### config.mk
export PLATFORM = sky130hd
export DESIGN_NAME = adms_top
export DESIGN_NICKNAME = d
export VERILOG_FILES = /design/src/pkg/adms_pkg.sv /design/src/adms_conv.sv /design/src/adms_top.sv
export SDC_FILE = /design/constraint.sdc
export NUM_CORES = 1
export LEC_CHECK = 0
export ABC_AREA = 1
export BUFFER_PORTS_ARGS = -buffer_cell sky130_fd_sc_hd__buf_2
export CAP_MARGIN = 20
export CORE_MARGIN = 5
export CORE_UTILIZATION = 58
export CTS_CLUSTER_DIAMETER = 150
export DETAILED_ROUTE_END_ITERATION = 10
export PLACE_DENSITY_LB_ADDON = 0.25
export RECOVER_POWER = 100
export SETUP_SLACK_MARGIN = 0.02
export SLEW_MARGIN = 20
export SYNTH_ARGS = -nofsm -noshare
export SYNTH_HDL_FRONTEND = slang
export SYNTH_SLANG_ARGS = --single-unit
### constraint.sdc
create_clock -name clock -period 5.15 [get_ports clock]
set_input_delay 0.2575 -clock clock [delete_from_list [all_inputs] [get_ports clock]]
set_output_delay 0.2575 -clock clock [all_outputs]
set_load 0.02 [all_outputs]
### src/pkg/adms_pkg.sv
// Summary of operation
// - one-shot mode converts the selected input once per start, then stops
// - a conversion begins only when software writes the start bit to 1
// - one-shot completion clears the start bit by hardware
// - one-shot completion sets the interrupt request flag
// - repeat mode converts back to back until software clears start
// - repeat mode never sets the interrupt request flag
// - clearing start mid-conversion aborts it; result is then undefined
// - group 0 maps codes 0-7 to inputs 0-7; group 1 maps 4-7 to 8-11
// - writing the first control register mid-conversion leaves result undefined
// - sample-hold enable selects the shorter conversion sequence in both modes
// - results of both modes are read from the result register
// - repeat mode runs only at 8-bit resolution
// - without sample-hold a conversion takes 49 (8-bit) or 59 (10-bit) cycles
// - with sample-hold a conversion takes 28 (8-bit) or 33 (10-bit) cycles
package adms_pkg;
	// operating clock derived from the system clock
	localparam int CLK_MHZ = 100;
	localparam int AD_MHZ = 10;
	localparam int AD_DIV = CLK_MHZ / AD_MHZ;
	localparam logic [3:0] DIV_LAST = 4'(AD_DIV - 1);
	// register map, byte addresses
	localparam int AW = 12;
	localparam logic [AW-1:0] A_CF = 12'h000;
	localparam logic [AW-1:0] A_CS = 12'h004;
	localparam logic [AW-1:0] A_CT = 12'h008;
	localparam logic [AW-1:0] A_RES = 12'h00c;
	localparam logic [AW-1:0] A_ST = 12'h010;
	localparam logic [31:0] RST_VAL = 32'h0000_0000;
	// field positions
	localparam int CF_CH = 0;
	localparam int CH_W = 3;
	localparam int CF_REP = 3;
	localparam int CF_ST = 6;
	localparam int CS_TEN = 3;
	localparam int CS_GRP = 4;
	localparam int CS_REF = 5;
	localparam int CT_SH = 0;
	localparam int ST_FLAG = 0;
	localparam int ST_BUSY = 1;
	localparam int ST_BAD = 2;
	// conversion lengths in operating-clock cycles (49, 59, 28, 33)
	localparam int CNT_W = 6;
	localparam logic [CNT_W-1:0] CYC8 = 6'h31;
	localparam logic [CNT_W-1:0] CYC10 = 6'h3b;
	localparam logic [CNT_W-1:0] CYC8_SH = 6'h1c;
	localparam logic [CNT_W-1:0] CYC10_SH = 6'h21;
	localparam int RES_W = 10;
	localparam logic [3:0] NB8 = 4'h8;
	localparam logic [3:0] NB10 = 4'ha;

	typedef enum logic {CV_IDLE, CV_RUN} adms_state_t;

	function automatic logic [CNT_W-1:0] conv_cycles(input logic ten, input logic sh);
		if (sh) begin
			return ten ? CYC10_SH : CYC8_SH;
		end
		return ten ? CYC10 : CYC8;
	endfunction : conv_cycles

	// group 1 lands codes 100b..111b on inputs 8..11
	function automatic logic [3:0] chan_index(input logic grp, input logic [CH_W-1:0] code);
		return grp ? {2'b10, code[1:0]} : {1'b0, code};
	endfunction : chan_index

	function automatic logic chan_bad(input logic grp, input logic [CH_W-1:0] code);
		return grp & ~code[2];
	endfunction : chan_bad
endpackage : adms_pkg

### src/adms_conv.sv
`timescale 1ns/1ps
module adms_conv (
	input wire logic clock,
	input wire logic rst_n,
	input wire logic tick,
	input wire logic run,
	input wire logic rep,
	input wire logic ten,
	input wire logic sh,
	input wire logic comp,
	output logic busy,
	output logic done,
	output logic [adms_pkg::RES_W-1:0] result,
	output logic [adms_pkg::RES_W-1:0] dac_code,
	output logic sampling
);
	import adms_pkg::*;

	adms_state_t st_q, st_d;
	logic [CNT_W-1:0] cnt_q, cnt_d, tot_q, tot_d;
	logic [3:0] nb_q, nb_d, ptr_q, ptr_d;
	logic [RES_W-1:0] sar_q, sar_d, res_q, res_d;
	logic ten_q, ten_d;
	logic first, last;

	// first trial just before the decision ticks, last decision at tot-1
	assign first = (cnt_q == tot_q - CNT_W'(nb_q) - 1'b1);
	assign last = (cnt_q == tot_q - 1'b1);
	assign busy = (st_q == CV_RUN);
	assign done = busy & run & tick & last;
	assign result = res_q;
	assign dac_code = ten_q ? sar_q : {sar_q[7:0], 2'b00};
	assign sampling = busy & (cnt_q < tot_q - CNT_W'(nb_q) - 1'b1);

	// sequencer next state
	always_comb begin
		st_d = st_q;
		cnt_d = cnt_q;
		tot_d = tot_q;
		nb_d = nb_q;
		ptr_d = ptr_q;
		sar_d = sar_q;
		res_d = res_q;
		ten_d = ten_q;
		if (!run) begin
			st_d = CV_IDLE;
		end else if (tick) begin
			case (st_q)
				CV_IDLE: begin
					st_d = CV_RUN;
					cnt_d = '0;
					tot_d = conv_cycles(ten, sh);
					nb_d = ten ? NB10 : NB8;
					ten_d = ten;
					sar_d = '0;
				end
				CV_RUN: begin
					cnt_d = cnt_q + 1'b1;
					if (first) begin
						ptr_d = nb_q - 1'b1;
						sar_d[nb_q - 1'b1] = 1'b1;
					end else if (cnt_q > tot_q - CNT_W'(nb_q) - 1'b1) begin
						// keep the trial bit when the input sits above it
						sar_d[ptr_q] = comp;
						if (ptr_q != 4'h0) begin
							sar_d[ptr_q - 1'b1] = 1'b1;
							ptr_d = ptr_q - 1'b1;
						end
					end
					if (last) begin
						res_d = sar_d;
						cnt_d = '0;
						sar_d = '0;
						st_d = rep ? CV_RUN : CV_IDLE;
					end
				end
				default: st_d = CV_IDLE;
			endcase
		end
	end

	always_ff @(posedge clock or negedge rst_n) begin
		if (!rst_n) begin
			st_q <= CV_IDLE;
			cnt_q <= '0;
			tot_q <= CYC8;
			nb_q <= NB8;
			ptr_q <= '0;
			sar_q <= '0;
			res_q <= '0;
			ten_q <= 1'b0;
		end else begin
			st_q <= st_d;
			cnt_q <= cnt_d;
			tot_q <= tot_d;
			nb_q <= nb_d;
			ptr_q <= ptr_d;
			sar_q <= sar_d;
			res_q <= res_d;
			ten_q <= ten_d;
		end
	end
endmodule : adms_conv

### src/adms_top.sv
`timescale 1ns/1ps
module adms_top (
	input wire logic clock,
	input wire logic arst_n,
	input wire logic psel,
	input wire logic penable,
	input wire logic pwrite,
	input wire logic [adms_pkg::AW-1:0] paddr,
	input wire logic [31:0] pwdata,
	output logic [31:0] prdata,
	output logic pready,
	output logic pslverr,
	input wire logic comp_hi,
	output logic [3:0] analog_select,
	output logic [adms_pkg::RES_W-1:0] dac_code,
	output logic sample_hold,
	output logic reference_connect,
	output logic interrupt_request_flag
);
	import adms_pkg::*;

	logic rs1_q, rst_n;
	logic cs1_q, cs2_q;
	logic [3:0] div_q, div_d;
	logic tick;
	logic wr, rd_setup, mapped;
	logic [CH_W-1:0] chan_q, chan_d;
	logic rep_q, rep_d;
	logic start_q, start_d;
	logic ten_q, ten_d;
	logic grp_q, grp_d;
	logic ref_q, ref_d;
	logic sh_q, sh_d;
	logic flag_q, flag_d;
	logic [3:0] sel_q, sel_d;
	logic [31:0] rdata_q, rdata_d;
	logic busy, done, ten_eff;
	logic [RES_W-1:0] result;

	// reset release through two flops; assertion stays asynchronous
	always_ff @(posedge clock or negedge arst_n) begin
		if (!arst_n) begin
			rs1_q <= 1'b0;
			rst_n <= 1'b0;
		end else begin
			rs1_q <= 1'b1;
			rst_n <= rs1_q;
		end
	end

	// comparator pin comes from the analog side, so synchronise it
	always_ff @(posedge clock or negedge rst_n) begin
		if (!rst_n) begin
			cs1_q <= 1'b0;
			cs2_q <= 1'b0;
		end else begin
			cs1_q <= comp_hi;
			cs2_q <= cs1_q;
		end
	end

	// operating clock enable, fixed at the 10 MHz ceiling
	assign tick = (div_q == DIV_LAST);
	always_comb begin
		div_d = tick ? 4'h0 : div_q + 1'b1;
	end

	always_ff @(posedge clock or negedge rst_n) begin
		if (!rst_n) begin
			div_q <= '0;
		end else begin
			div_q <= div_d;
		end
	end

	// apb decode: zero wait states, error on unmapped words
	assign mapped = (paddr == A_CF)
		| (paddr == A_CS)
		| (paddr == A_CT)
		| (paddr == A_RES)
		| (paddr == A_ST);
	assign wr = psel & penable & pwrite & mapped;
	assign rd_setup = psel & ~penable & ~pwrite;
	assign pready = 1'b1;
	assign pslverr = psel & penable & ~mapped;
	assign prdata = rdata_q;

	// repeat mode is forced to 8-bit resolution
	assign ten_eff = ten_q & ~rep_q;

	// control register next values
	always_comb begin
		chan_d = chan_q;
		rep_d = rep_q;
		start_d = start_q;
		ten_d = ten_q;
		grp_d = grp_q;
		ref_d = ref_q;
		sh_d = sh_q;
		flag_d = flag_q;
		if (wr && paddr == A_CF) begin
			// no guard while converting; such writes spoil the result
			chan_d = pwdata[CF_CH +: CH_W];
			rep_d = pwdata[CF_REP];
			start_d = pwdata[CF_ST];
		end
		if (wr && paddr == A_CS) begin
			ten_d = pwdata[CS_TEN];
			grp_d = pwdata[CS_GRP];
			ref_d = pwdata[CS_REF];
		end
		if (wr && paddr == A_CT) begin
			sh_d = pwdata[CT_SH];
		end
		if (wr && paddr == A_ST && pwdata[ST_FLAG]) begin
			flag_d = 1'b0;
		end
		// hardware completion beats a same-cycle software write
		if (done && !rep_q) begin
			start_d = 1'b0;
			flag_d = 1'b1;
		end
		sel_d = chan_index(grp_d, chan_d);
	end

	always_ff @(posedge clock or negedge rst_n) begin
		if (!rst_n) begin
			chan_q <= '0;
			rep_q <= 1'b0;
			start_q <= 1'b0;
			ten_q <= 1'b0;
			grp_q <= 1'b0;
			ref_q <= 1'b0;
			sh_q <= 1'b0;
			flag_q <= 1'b0;
			sel_q <= '0;
		end else begin
			chan_q <= chan_d;
			rep_q <= rep_d;
			start_q <= start_d;
			ten_q <= ten_d;
			grp_q <= grp_d;
			ref_q <= ref_d;
			sh_q <= sh_d;
			flag_q <= flag_d;
			sel_q <= sel_d;
		end
	end

	// read data captured in the setup phase, shown in the access phase
	always_comb begin
		rdata_d = rdata_q;
		if (rd_setup) begin
			rdata_d = RST_VAL;
			case (paddr)
				A_CF: begin
					rdata_d[CF_CH +: CH_W] = chan_q;
					rdata_d[CF_REP] = rep_q;
					rdata_d[CF_ST] = start_q;
				end
				A_CS: begin
					rdata_d[CS_TEN] = ten_q;
					rdata_d[CS_GRP] = grp_q;
					rdata_d[CS_REF] = ref_q;
				end
				A_CT: rdata_d[CT_SH] = sh_q;
				A_RES: rdata_d[RES_W-1:0] = result;
				A_ST: begin
					rdata_d[ST_FLAG] = flag_q;
					rdata_d[ST_BUSY] = busy;
					rdata_d[ST_BAD] = chan_bad(grp_q, chan_q);
				end
				default: rdata_d = RST_VAL;
			endcase
		end
	end

	always_ff @(posedge clock or negedge rst_n) begin
		if (!rst_n) begin
			rdata_q <= RST_VAL;
		end else begin
			rdata_q <= rdata_d;
		end
	end

	// conversion engine runs while the start bit stands
	adms_conv u_conv (
		.clock(clock),
		.rst_n(rst_n),
		.tick(tick),
		.run(start_q),
		.rep(rep_q),
		.ten(ten_eff),
		.sh(sh_q),
		.comp(cs2_q),
		.busy(busy),
		.done(done),
		.result(result),
		.dac_code(dac_code),
		.sampling(sample_hold)
	);

	assign analog_select = sel_q;
	assign reference_connect = ref_q;
	assign interrupt_request_flag = flag_q;

	// helper: operating-clock cycles spent in the current conversion
	logic [CNT_W-1:0] tc_q;
	always_ff @(posedge clock or negedge rst_n) begin
		if (!rst_n) begin
			tc_q <= '0;
		end else if (done || !busy) begin
			tc_q <= '0;
		end else if (tick) begin
			tc_q <= tc_q + 1'b1;
		end
	end
endmodule : adms_top

Yosys cells after proc, flatten, opt, wreduce, memory -nomap -nowiden
Index checks and enable logic that the tools add are counted.

Bits in registers: 74. Input port bits: 50. Output and inout bits: 51. Logic and storage cells: 136.

$add $sub $neg: 7. $lt $le $gt $ge: 8. Equal/unequal tests: 8. Multiplexer cells: 46. Bitwise logic cells: 24. Reduce and logical (&&, ||, !) cells: 20.

Operators by type and width (number): two-way mux 10 bit (5); equality test 12 x 4 -> 1 bit (second input constant) (2); two-way mux 4 bit (6); two-way mux 6 bit (4); bitwise OR 10 bit (2); case mux 10 bit (2 select lines) (1); two-way mux 1 bit (16); less-than comparator 4 x 5 -> 1 bit (second input constant) (3); bitwise AND 1 bit (12); demux 1 bit (select 4 bit) (3); equality test 12 x 3 -> 1 bit (second input constant) (1); equality test 12 x 5 -> 1 bit (second input constant) (1); equality test 6 bit (2); greater-or-equal comparator 4 x 1 -> 1 bit (second input constant) (3); zero test 12 bit (1); case mux 6 bit (2 select lines) (1); subtractor 6 x 1 -> 6 bit (second input constant) (2); bitwise mux 10 bit (1); logical AND 1 bit (9); nonzero test 2 bit (4); subtractor 4 x 1 -> 4 bit (second input constant) (2); adder 6 x 1 -> 6 bit (second input constant) (1); > comparator 6 bit (1); less-than comparator 6 bit (1); 19 further kinds (29).

Depth between registers and ports, before layout
Gate-level depths: netlist (run 1).

Depth in word-level cells: 11. Depth in mapped cells: 19. Gate-level depth less buffers: 17.

Cells and area by module
Synthesis (run 1) repeated with hierarchy kept, for this count alone.

Cell total of the unflattened synthesis: 590. Area, all modules: 4321.6 µm².

Modules (own cells, without submodules): adms_conv (times used 1, cells an instance 385, area each 2650.0 µm², seq. area each 928.4 µm²); adms_top (times used 1, cells an instance 205, area each 1671.6 µm², seq. area each 725.7 µm²).

Worst setup path before layout (run 1)
Ideal clock, no wire load.

Path type: register to register. Start: reg u_conv.nb_q[1]. End: reg u_conv.sar_q[1]. Library setup time: 0.066 ns. Arrival: 2.636 ns. Data required time: 5.084 ns. Slack: 2.449 ns. Stages on the path, launching flop included: 20. Path buffers: 2. Period minus slack after synthesis: 2.701 ns. Cells stage by stage: dfrtp_1 clkbuf_1 inv_1 ha_1 a21oi_1 nand2_1 a21oi_1 xor2_1 ha_1 nand2_1 nor2_1 nand2_1 nand3_1 nand2_2 inv_2 buf_2 nand2_1 o21ai_1 nand2_1 nand2_1.

Longest elaborated chain between the ends: 9. Elaborated cells between the ends (all ways): 15. Classes of those cells: add/sub: 3; order compare: 3; eq/ne: 1; mux: 6; bitwise: 1; reduce/logical: 1.

Ends and longest elaborated chain: from (decl) (line adms_conv.sv:21) `logic [3:0] nb_q, nb_d, ptr_q, ptr_d;`; from (signal assigned) (line adms_conv.sv:96) `nb_q <= nb_d;`; branches (longest 6 deep; another with subtractor 6 x 4 -> 6 bit); two-way mux 10 bit * (line adms_conv.sv:59) `if (first) begin`; two-way mux 10 bit * (line adms_conv.sv:70) `if (last) begin`; case mux 10 bit (2 select lines) * (line adms_conv.sv:48) `case (st_q)`; to (signal assigned) (line adms_conv.sv:98) `sar_q <= sar_d;`; to (decl) (line adms_conv.sv:22) `logic [RES_W-1:0] sar_q, sar_d, res_q, res_d;`.

Every way passes the cells marked *. A chain may end at the register's enable or synchronous reset.

Worst setup path after layout (run 1)
Ends and elaborated chain as after synthesis.

==> qor.yml, run 1 <==
grt_max_degree: 65
run_status: "complete, but fails checks"
rsz0062_at_grt: "false"
h-tree-depth: 3
grt_pass1_vias: 3555
async_reset_ff_share_pct: 100
post-cts-setup-buffers: 0
grt_remaining_overflow: 0
syn_area_per_cell_um2: 7.28
cp_max_fo: 18
cts_buffers: 9
cts_sinks: 66
synth.most_common_cell: "nand2_1"
synth-seq-cells: 66
crit_arrival_ns: 3.91
io_pins: 101
cts-root-buf: "clkbuf_8"
drc_errors: 0
fmax_mhz: 276
fill_cells: 682
finClkSkew_ns: 0.0115
ant_nets: 0
ir_worst_vdd_uv: 165
die_area_mm2: 0.00903
maxCapViolations: 1
hold_class: "in2reg"
yosys_warnings: 0
grt_pass1_wl_um: 16200
power_leakage_uw: 0.00236
synth_top_area_share_pct: 38.2
routed_wl_um: 9660
dp_cells: 715
initial_core_util_pct: 58.7
power_density_mw_per_mm2: 247
synth_commonest_cells: "nand2_1 (196), dfrtp_1 (64), inv_1 (58), o21ai_0 (49), nor2_1 (31)"
final_net_count: 698
timing.critical_path.from_type: "flop"
finalCritPeriodShare_pct: 70.4
drtPass1Iterations: 7
antenna_cells: 0
worst_pin_slew_ns: 3.37
crit_buf_inv: 2
crit_family: "simple AND/OR/NAND/NOR gates"
clk_pin_slew_ns: 0.08
cts_buffer_depth: 2
utilization_pct: 64.3
coreArea_mm2: 0.00714
yosysTopAreaCell: "dfrtp_1"
slowest_stage: "dfrtp_1"
setup_tns_ns: 0
drt-initial-drc-count: 262
yosysSeqAreaShare_pct: 39.5
maxSlewHeadroom_pct: -125
finalWorstPathRequiredPeriod_ns: 3.62
ys_types: 41
cts_tree: "built"
core.rowCount: 31
violations: "max-capacitance violations, max-slew violations"
dpl.hpwl_um: 7160
cp_data_required_time_ns: 5.44
drive_above_1_share_pct: 8.20
wl_per_cell_um: 13.2
postSynthCellCount: 576
io_buffer_count: 52
clk_latency_ns: 0.35
die_x_um: 95.0
vias_per_cell: 5.17
slowest_delay_ns: 0.72
fin_cells: 733
syn-cell-area_mm2: 0.00419
ctsResizeCount: 0
synth_ff_type: "dfrtp_1"
drv_slew: 65
crit_type: "reg2reg"
grt_usage_pct: 22.9
cts_hold_buf: 2
grt_antenna_before_repair: 0
endpoint_kind: "flop"
die_y_um: 95.0
synthTopCellsByArea: "dfrtp_1 (38%), nand2_1 (18%), o21ai_0 (5.8%), ha_1 (5.4%), inv_1 (5.2%)"
gp_congestion: 0.917
setup_viol: 0
synth_edf_count: 0
finalHoldViolCount: 0
synthToLayoutAreaGrowth_pct: 9.43
holdWs_ns: 0.150
num_vias: 3793
crit_top_cell: "nand2_1"
path_cells: "inv_1 -> ha_1 -> a21oi_1 -> nand2_1 -> a21oi_1 -> xor2_1 -> ha_1 -> nand2_1 -> nor2_1 -> nand2_1 -> nand3_1 -> nand2_1 -> inv_1 -> o21ai_0 -> nand2_1 -> nand2_1"
## state kept, by name, summed over array words and instances, names as in the netlist, 3 cells and up
register and flops:
u_conv.tot_q 5, u_conv.cnt_q 6, u_conv.ptr_q 4, u_conv.sar_q 10
div_q 4, prdata 10, analog_select 3, u_conv.result 10
## placed cells by master, fill, tap and decap left out, types with 4 or more instances in the layout
cell | synthesis | layout
nand2_1 | 196 | 200
dfrtp_1 | 64 | 63
inv_1 | 58 | 61
o21ai_0 | 49 | 60
nor2_1 | 31 | 34
clkbuf_1 | 6 | 32
nand3_1 | 30 | 31
conb_1 | 2 | 24
buf_2 | 1 | 21
ha_1 | 18 | 18
a21oi_1 | 15 | 15
nand4_1 | 8 | 9
clkbuf_8 | 0 | 9
xor2_1 | 7 | 7
inv_2 | 9 | 6
o21ai_1 | 16 | 5
nor3_1 | 3 | 4
## routing by layer
layer | up-vias | part of all wire, % | GRT usage (%)
met5 | - | 0 | 0
met4 | 0 | 1.8 | 8.89
met3 | 15 | 7.6 | 4.50
met2 | 145 | 47 | 36.7
met1 | 1755 | 43 | 30.8
li1 | 1878 | - | -
## worst register-to-register path: stages (launching register included)
cell and delay (ns):
dfrtp_1 0.72, inv_1 0.27, ha_1 0.35, a21oi_1 0.12
nand2_1 0.10, a21oi_1 0.21, xor2_1 0.18, ha_1 0.26
nand2_1 0.08, nor2_1 0.06, nand2_1 0.06, nand3_1 0.14
nand2_1 0.26, inv_1 0.22, o21ai_0 0.36, nand2_1 0.10
nand2_1 0.07
## cell families (layout without fill, tap and decap cells)
group,after synthesis,count (layout),synth area share (%)
mux,1,1,0.239
flops,66,66,39.5
xor+xnor,10,10,2.09
compound gates,86,86,10.6
other cells,2,24,0.179
buf+inv,104,140,11.8
fa+ha+maj,19,19,5.85
simple gates,288,288,29.8
## report_power, final
group	leakage [µW]	total (µW)	switching, µW	internal [µW]
clock network	0.000124	549	223	326
logic	0.00140	59.3	45.5	13.9
registers	0.000837	527	3.72	523
## metrics by stage
stage / total power [µW] / cell area [µm²] / setup WS (ns)
after floorplan: 590 / 4280 / 2.45
after global placement: 597 / 4430 / 1.87
after detailed placement: 599 / 4430 / 1.82
after CTS: 1150 / 4700 / 1.65
after global routing: 1180 / 4590 / 0.908
final: 1130 / 4590 / 1.53
## area by class of cell
class	instances	area [µm²]	share of cell area, %
clock buffers	9	124	2.70
clock inverters	7	125	2.73
inverters	69	260	5.67
multi-input cells	428	2050	44.8
flip-flops and latches	66	1660	36.1
well taps	99	124	2.70
repair buffers	55	245	5.34
## worst paths after layout
kind	start	end	slack, ns	depth (start not counted)
worst min-delay path	pwdata[1]	analog_select[1]	0.15	3
worst min register to register	rs1_q	rst_n	0.36	0
max in group asynchronous	rst_n	u_conv.sar_q[7]	1.77	1
min in group asynchronous	arst_n	rs1_q	0.22	2
worst max-delay path	u_conv.nb_q[1]	u_conv.sar_q[1]	1.53	16
worst max register to register	u_conv.nb_q[1]	u_conv.sar_q[1]	1.53	16
No activity file was read; power rests on OpenSTA's default activity.
==> run 2, diff against run 1 <==
--- a/config.mk
+++ b/config.mk
@@ -9,7 +9,7 @@
 export BUFFER_PORTS_ARGS = -buffer_cell sky130_fd_sc_hd__buf_2
 export CAP_MARGIN = 20
 export CORE_MARGIN = 5
-export CORE_UTILIZATION = 58
+export CORE_UTILIZATION = 54
 export CTS_CLUSTER_DIAMETER = 150
 export DETAILED_ROUTE_END_ITERATION = 10
 export PLACE_DENSITY_LB_ADDON = 0.25
==> constraint.sdc (replaced) <==
create_clock -name clock -period 3.6 [get_ports clock]
set_input_delay 0.18 -clock clock [delete_from_list [all_inputs] [get_ports clock]]
set_output_delay 0.18 -clock clock [all_outputs]
set_load 0.02 [all_outputs]
==> run 2 against run 1 <==
Net effect:
- largest cell class unchanged
- largest power group is now registers
- via count decreased by 2.1%
- critical path depth decreased by 5
- sequential power increased by 45%
- clock skew decreased by 0.0017 ns
- register-to-register slack got worse by 0.96 ns
- the flow still finishes with violations (max-capacitance violations, max-slew violations)
- utilization decreased by 4.9 points
- combinational power increased by 28%
==> qor.yml, run 2 (synthesis results as in run 1) <==
r2r-start: "u_conv.nb_q[1]"
fmax_mhz: 316
cts_sinks: 66  # unchanged
hold_class: "in2reg"
h-tree-depth: 3  # unchanged
finalHoldViolCount: 0  # unchanged
cts_hold_buf: 2  # unchanged
clk_pin_slew_ns: 0.07  # about the same
drive_above_1_share_pct: 8.66  # +0.46 points
wl_per_cell_um: 12.8  # -2.6%
ant_nets: 0  # unchanged
die_area_mm2: 0.00963  # +6.6%
drt-initial-drc-count: 178  # -32%
ctsResizeCount: 0  # unchanged
gp_congestion: 0.888  # -3.2%
io_pins: 101  # unchanged
die_y_um: 98.1  # +3.3%
cts_buffer_depth: 2  # unchanged
run_status: "complete, but fails checks"
maxCapViolations: 1  # unchanged
grt_remaining_overflow: 0  # unchanged
fin_cells: 737  # +0.55%
cts-root-buf: "clkbuf_8"
synthToLayoutAreaGrowth_pct: 8.27
crit_path_end: "sample_hold"
worst_pin_slew_ns: 1.83  # -1.54 ns
r2r-end: "u_conv.sar_q[2]"
maxSlewHeadroom_pct: -22.2  # +100 points
cts_tree: "built"
post-cts-setup-buffers: 0  # unchanged
crit_arrival_ns: 2.98  # -0.93 ns
register_area_mm2: 0.00165  # about the same
cp_max_fo: 17  # -1
multi_input_area_mm2: 0.00206  # +0.24%
power_density_mw_per_mm2: 317  # +28%
vias_per_cell: 5.04  # -2.6%
dpl.hpwl_um: 7260  # +1.4%
final_cell_mix: "nand2_1 (199), dfrtp_1 (64), inv_1 (60)"
drv_slew: 47  # -28%
finClkSkew_ns: 0.00978  # -0.00175 ns
die_x_um: 98.1  # +3.3%
core.rowCount: 32  # +3.2%
num_vias: 3714  # -2.1%
setup_viol: 0  # unchanged
initial_core_util_pct: 54.8  # -3.9 points
clk_latency_ns: 0.34  # about the same
grt_usage_pct: 21.3  # -1.6 points
drc_errors: 0  # unchanged
violations: "max-capacitance violations, max-slew violations"
finalWorstPathRequiredPeriod_ns: 3.16
crit_start: "u_conv.nb_q[1]"
setup_tns_ns: 0  # unchanged
rsz0062_at_grt: "false"
coreArea_mm2: 0.00765  # +7.2%
power_leakage_uw: 0.00235  # -0.70%
ir_worst_vdd_uv: 224  # +36%
ff2ff_setup_slack_ns: 0.57  # -0.96 ns
slowest_stage: "fa_1"
r2r_cells: 14  # -2
io_buffer_count: 52  # unchanged
finalCritPeriodShare_pct: 87.9
crit_type: "reg2out"
fill_cells: 764  # +12%
timing.critical_path.from_type: "flop"
slowest_delay_ns: 0.57  # -0.15 ns
grt_antenna_before_repair: 0  # unchanged
endpoint_kind: "output pin"
finalPower_uw: 1440  # +27%
grt_max_degree: 47  # -28%
utilization_pct: 59.4  # -4.9 points
grt_pass1_wl_um: 16800  # +3.9%
grt_pass1_vias: 3633  # +2.2%
holdWs_ns: 0.0756  # -0.0747 ns
routed_wl_um: 9470  # -2.0%
final_net_count: 699  # +0.14%
antenna_cells: 0  # unchanged
cts_buffers: 9  # unchanged
dp_cells: 719  # +0.56%
cp_data_required_time_ns: 3.42  # -2.02 ns
path_cells: "clkbuf_1 -> fa_1 -> a21oi_1 -> xor2_1 -> ha_1 -> nand2_1 -> nor2_1 -> nand2_1 -> nand3_1 -> nor2_1 -> clkbuf_1"
final_common_cell: "nand2_1"
drtPass1Iterations: 5  # -2
[run 2: cell count changes in the layout (fill, tap and decap cells not counted), moves of 2 or more]
cell       previous run  this run
buf_2                21        24
o21ai_0              60        57
clkinv_4              3         0
clkinv_2              0         4
o21ai_1               5         8
bufinv_16             3         1
[run 2: cell type report]
type                            count  share of cell area [%]
Multi-Input combinational cell    428                    45.4
Sequential cell                    66                    36.4
Inverter                           69                    5.73
Timing Repair Buffer               56                    5.57
Clock buffer                       10                    2.81
Tap cell                          102                    2.81
Clock inverter                      6                    1.27
[run 2: report_power, final]
group          switching [µW]  internal (µW)  total, µW
combinational            55.5           20.3       75.8
clock                     283            315        598
sequential               15.2            749        764
total                     354           1080       1440
[run 2: worst min path at each step]
stage          startpoint                to  slack (ns)  cells past startpoint
2_1_floorplan      arst_n             rs1_q       -0.12                      0
3_3_place_gp       arst_n             rs1_q       -0.04                      1
3_5_place_dp       arst_n             rs1_q       -0.03                      1
4_1_cts         pwdata[1]  analog_select[1]        0.06                      3
5_1_grt         pwdata[1]  analog_select[1]        0.06                      3
6_report        pwdata[1]  analog_select[1]        0.08                      3
[run 2: critical path: cells and delay by family (launching register included)]
kind	cells	cell delay, ns
compound gates	1	0.19
xor+xnor	1	0.17
fa+ha+maj	2	0.81
buf+inv	2	0.56
flops	1	0.38
simple gates	5	0.53
[run 2: stage by stage]
step	setup slack [ns]	cell area, µm²
after floorplan	0.899	4280
after global placement	0.749	4440
after detailed placement	0.729	4440
after CTS	0.555	4650
after global routing	0.200	4540
final	0.437	4540
[run 2: per-layer routing]
| layer | up-vias | part of all wire [%] | global-route usage, % |
|---|---|---|---|
| li1 | 1884 | - | - |
| met1 | 1699 | 45 | 28.0 |
| met2 | 111 | 48 | 35.0 |
| met3 | 20 | 5.7 | 4.79 |
| met4 | 0 | 1.9 | 6.71 |
| met5 | - | 0 | 0 |
==> run 3, diff against run 2 <==
--- a/config.mk
+++ b/config.mk
@@ -12,6 +12,7 @@
 export CORE_UTILIZATION = 54
 export CTS_CLUSTER_DIAMETER = 150
 export DETAILED_ROUTE_END_ITERATION = 10
+export MAX_ROUTING_LAYER = met4
 export PLACE_DENSITY_LB_ADDON = 0.25
 export RECOVER_POWER = 100
 export SETUP_SLACK_MARGIN = 0.02
==> run 3 against run 2 <==
Net effect:
- the run still ends with max-capacitance violations, max-slew violations left
- clock-buffer cell count decreased by 1
- cell count decreased by 0.14%
- non-clock buffer count unchanged
- critical endpoint unchanged
==> qor.yml, run 3 (synthesis results as in run 1) <==
slowest_delay_ns: 0.56  # about the same
crit_buf_inv: 2  # unchanged
grt_pass1_vias: 3608  # -0.69%
drt-initial-drc-count: 164  # -7.9%
power_density_mw_per_mm2: 318  # +0.45%
grt_max_degree: 51  # +8.5%
fmax_mhz: 320  # +1.4%
initial_core_util_pct: 54.8  # unchanged
die_x_um: 98.1  # unchanged
final_cell_mix: "nand2_1 (199), dfrtp_1 (64), inv_1 (60)"
die_y_um: 98.1  # unchanged
final_net_count: 699  # unchanged
final_common_cell: "nand2_1"
run_status: "complete, but fails checks"
cts_buffers: 9  # unchanged
synthToLayoutAreaGrowth_pct: 8.21  # about the same
maxSlewHeadroom_pct: -35.0  # -13 points
crit_cells: 11  # unchanged
cp_max_fo: 17  # unchanged
cts-root-buf: "clkbuf_8"
p_clk_share_pct: 41.9  # +0.3 points
whs_path_depth: 3  # unchanged
timing.critical_path.from_type: "flop"
num_vias: 3682  # -0.86%
drive_above_1_share_pct: 8.68  # +0.014 points
finalPower_uw: 1440  # +0.39%
pwr-share-comb_pct: 5.2  # about the same
endpoint_kind: "output pin"
grt_pass1_wl_um: 16200  # -3.7%
crit_arrival_ns: 2.94  # -0.04 ns
antenna_cells: 0  # unchanged
finalCritPeriodShare_pct: 86.7  # -1.2 points
setup_viol: 0  # unchanged
final_critical_path_setup_slack_ns: 0.479  # +0.0423 ns
cts_buffer_depth: 2  # unchanged
dp_slack_ns: 0.733  # +0.00425 ns
grt_antenna_before_repair: 0  # unchanged
hold_class: "in2reg"
place_area_mm2: 0.00444  # unchanged
cts_tree: "built"
vias_per_cell: 5.00  # -0.73%
post-cts-setup-buffers: 0  # unchanged
ir_worst_vdd_uv: 179  # -20%
coreArea_mm2: 0.00765  # unchanged
utilization_pct: 59.3  # about the same
drtPass1Iterations: 4  # -1
path_cells: "clkbuf_1 -> fa_1 -> a21oi_1 -> xor2_1 -> ha_1 -> nand2_1 -> nor2_1 -> nand2_1 -> nand3_1 -> nor2_1 -> clkbuf_1"
io_buffer_count: 52  # unchanged
violations: "max-capacitance violations, max-slew violations"
finalWorstPathRequiredPeriod_ns: 3.12  # -0.0423 ns
p_int_uw: 1080  # -0.28%
gp_congestion: 0.899  # +1.3%
io_pins: 101  # unchanged
slowest_stage: "fa_1"
cts_sinks: 66  # unchanged
setup_tns_ns: 0  # unchanged
routed_wl_um: 9390  # -0.82%
clk_pin_slew_ns: 0.08  # about the same
clk_latency_ns: 0.34  # about the same
pwr-share-seq_pct: 53.0  # about the same
crit_family: "adder cells"
rsz0062_at_grt: "false"
grt_remaining_overflow: 0  # unchanged
ant_nets: 0  # unchanged
drv_slew: 51  # +8.5%
grt_usage_pct: 20.9  # -0.40 points
finalHoldViolCount: 0  # unchanged
core.rowCount: 32  # unchanged
drc_errors: 0  # unchanged
fill_cells: 743  # -2.7%
wl_per_cell_um: 12.8  # -0.69%
worst_pin_slew_ns: 2.03  # +0.192 ns
cp_data_required_time_ns: 3.42  # about the same
crit_type: "reg2out"
finClkSkew_ns: 0.0127  # +0.00293 ns
dpl.hpwl_um: 7110  # -2.0%
finish.instance_area_mm2: 0.00454  # about the same
h-tree-depth: 3  # unchanged
r2r_cells: 14  # unchanged
maxCapViolations: 1  # unchanged
power_leakage_uw: 0.00235  # about the same
swShare_pct: 25.1  # +0.51 points
p_sw_uw: 362  # +2.5%
die_area_mm2: 0.00963  # unchanged
-- run 3: per-stage QoR --
| stage | hold WS [ns] | instances |
|---|---|---|
| floorplan | -0.116 | 598 |
| global placement | -0.0352 | 719 |
| detailed placement | -0.0322 | 719 |
| CTS | 0.0579 | 736 |
| global route | 0.0909 | 736 |
| finish | 0.0834 | 736 |
-- run 3: tightest hold or removal path, stage by stage --
cell and delay (ns):
buf_2 0.09, inv_1 0.04, o21ai_0 0.07
-- run 3: final cells by class --
| type | instances | area, µm² | area share, % |
|---|---|---|---|
| clock inverter | 6 | 58.8 | 1.30 |
| clock buffer | 9 | 124 | 2.73 |
| timing repair buffer | 56 | 253 | 5.57 |
| sequential | 66 | 1650 | 36.5 |
| tap | 102 | 128 | 2.81 |
| multi-input combinational | 428 | 2060 | 45.4 |
| inverter | 69 | 260 | 5.74 |
-- run 3: power groups by stage --
stage	Combinational [µW]	Clock, µW	Sequential [µW]
after detailed placement	76.6	0	780
final	74.6	604	765
after CTS	78.4	615	765
after floorplan	61.5	0	783
after global routing	82.4	648	767
after global placement	75.6	0	779
-- run 3: what timing repair did --
| action | in CTS | in global routing |
|---|---|---|
| hold endpoints to repair | 3 | 0 |
| resized for setup | 0 | 0 |
| hold buffers | 2 | 0 |
| setup endpoints to repair | 0 | 0 |
-- run 3: path summary, 6_finish.rpt --
| path | end | slack, ns | start |
|---|---|---|---|
| max | sample_hold | 0.48 | u_conv.nb_q[1] |
| min | analog_select[1] | 0.08 | pwdata[1] |
| max reg2reg | u_conv.sar_q[0] | 0.56 | u_conv.nb_q[1] |
| min reg2reg | rst_n | 0.35 | rs1_q |
| max in group asynchronous | div_q[1] | 1.24 | rst_n |
| min in group asynchronous | rs1_q | 0.15 | arst_n |
-- run 3: routing by layer --
metal,up-vias,wire (µm),global-route usage (%)
li1,1888,-,-
met1,1692,4410,26.5
met2,82,4350,33.8
met4,0,175,6.60
met5,-,0,-
met3,20,451,4.07
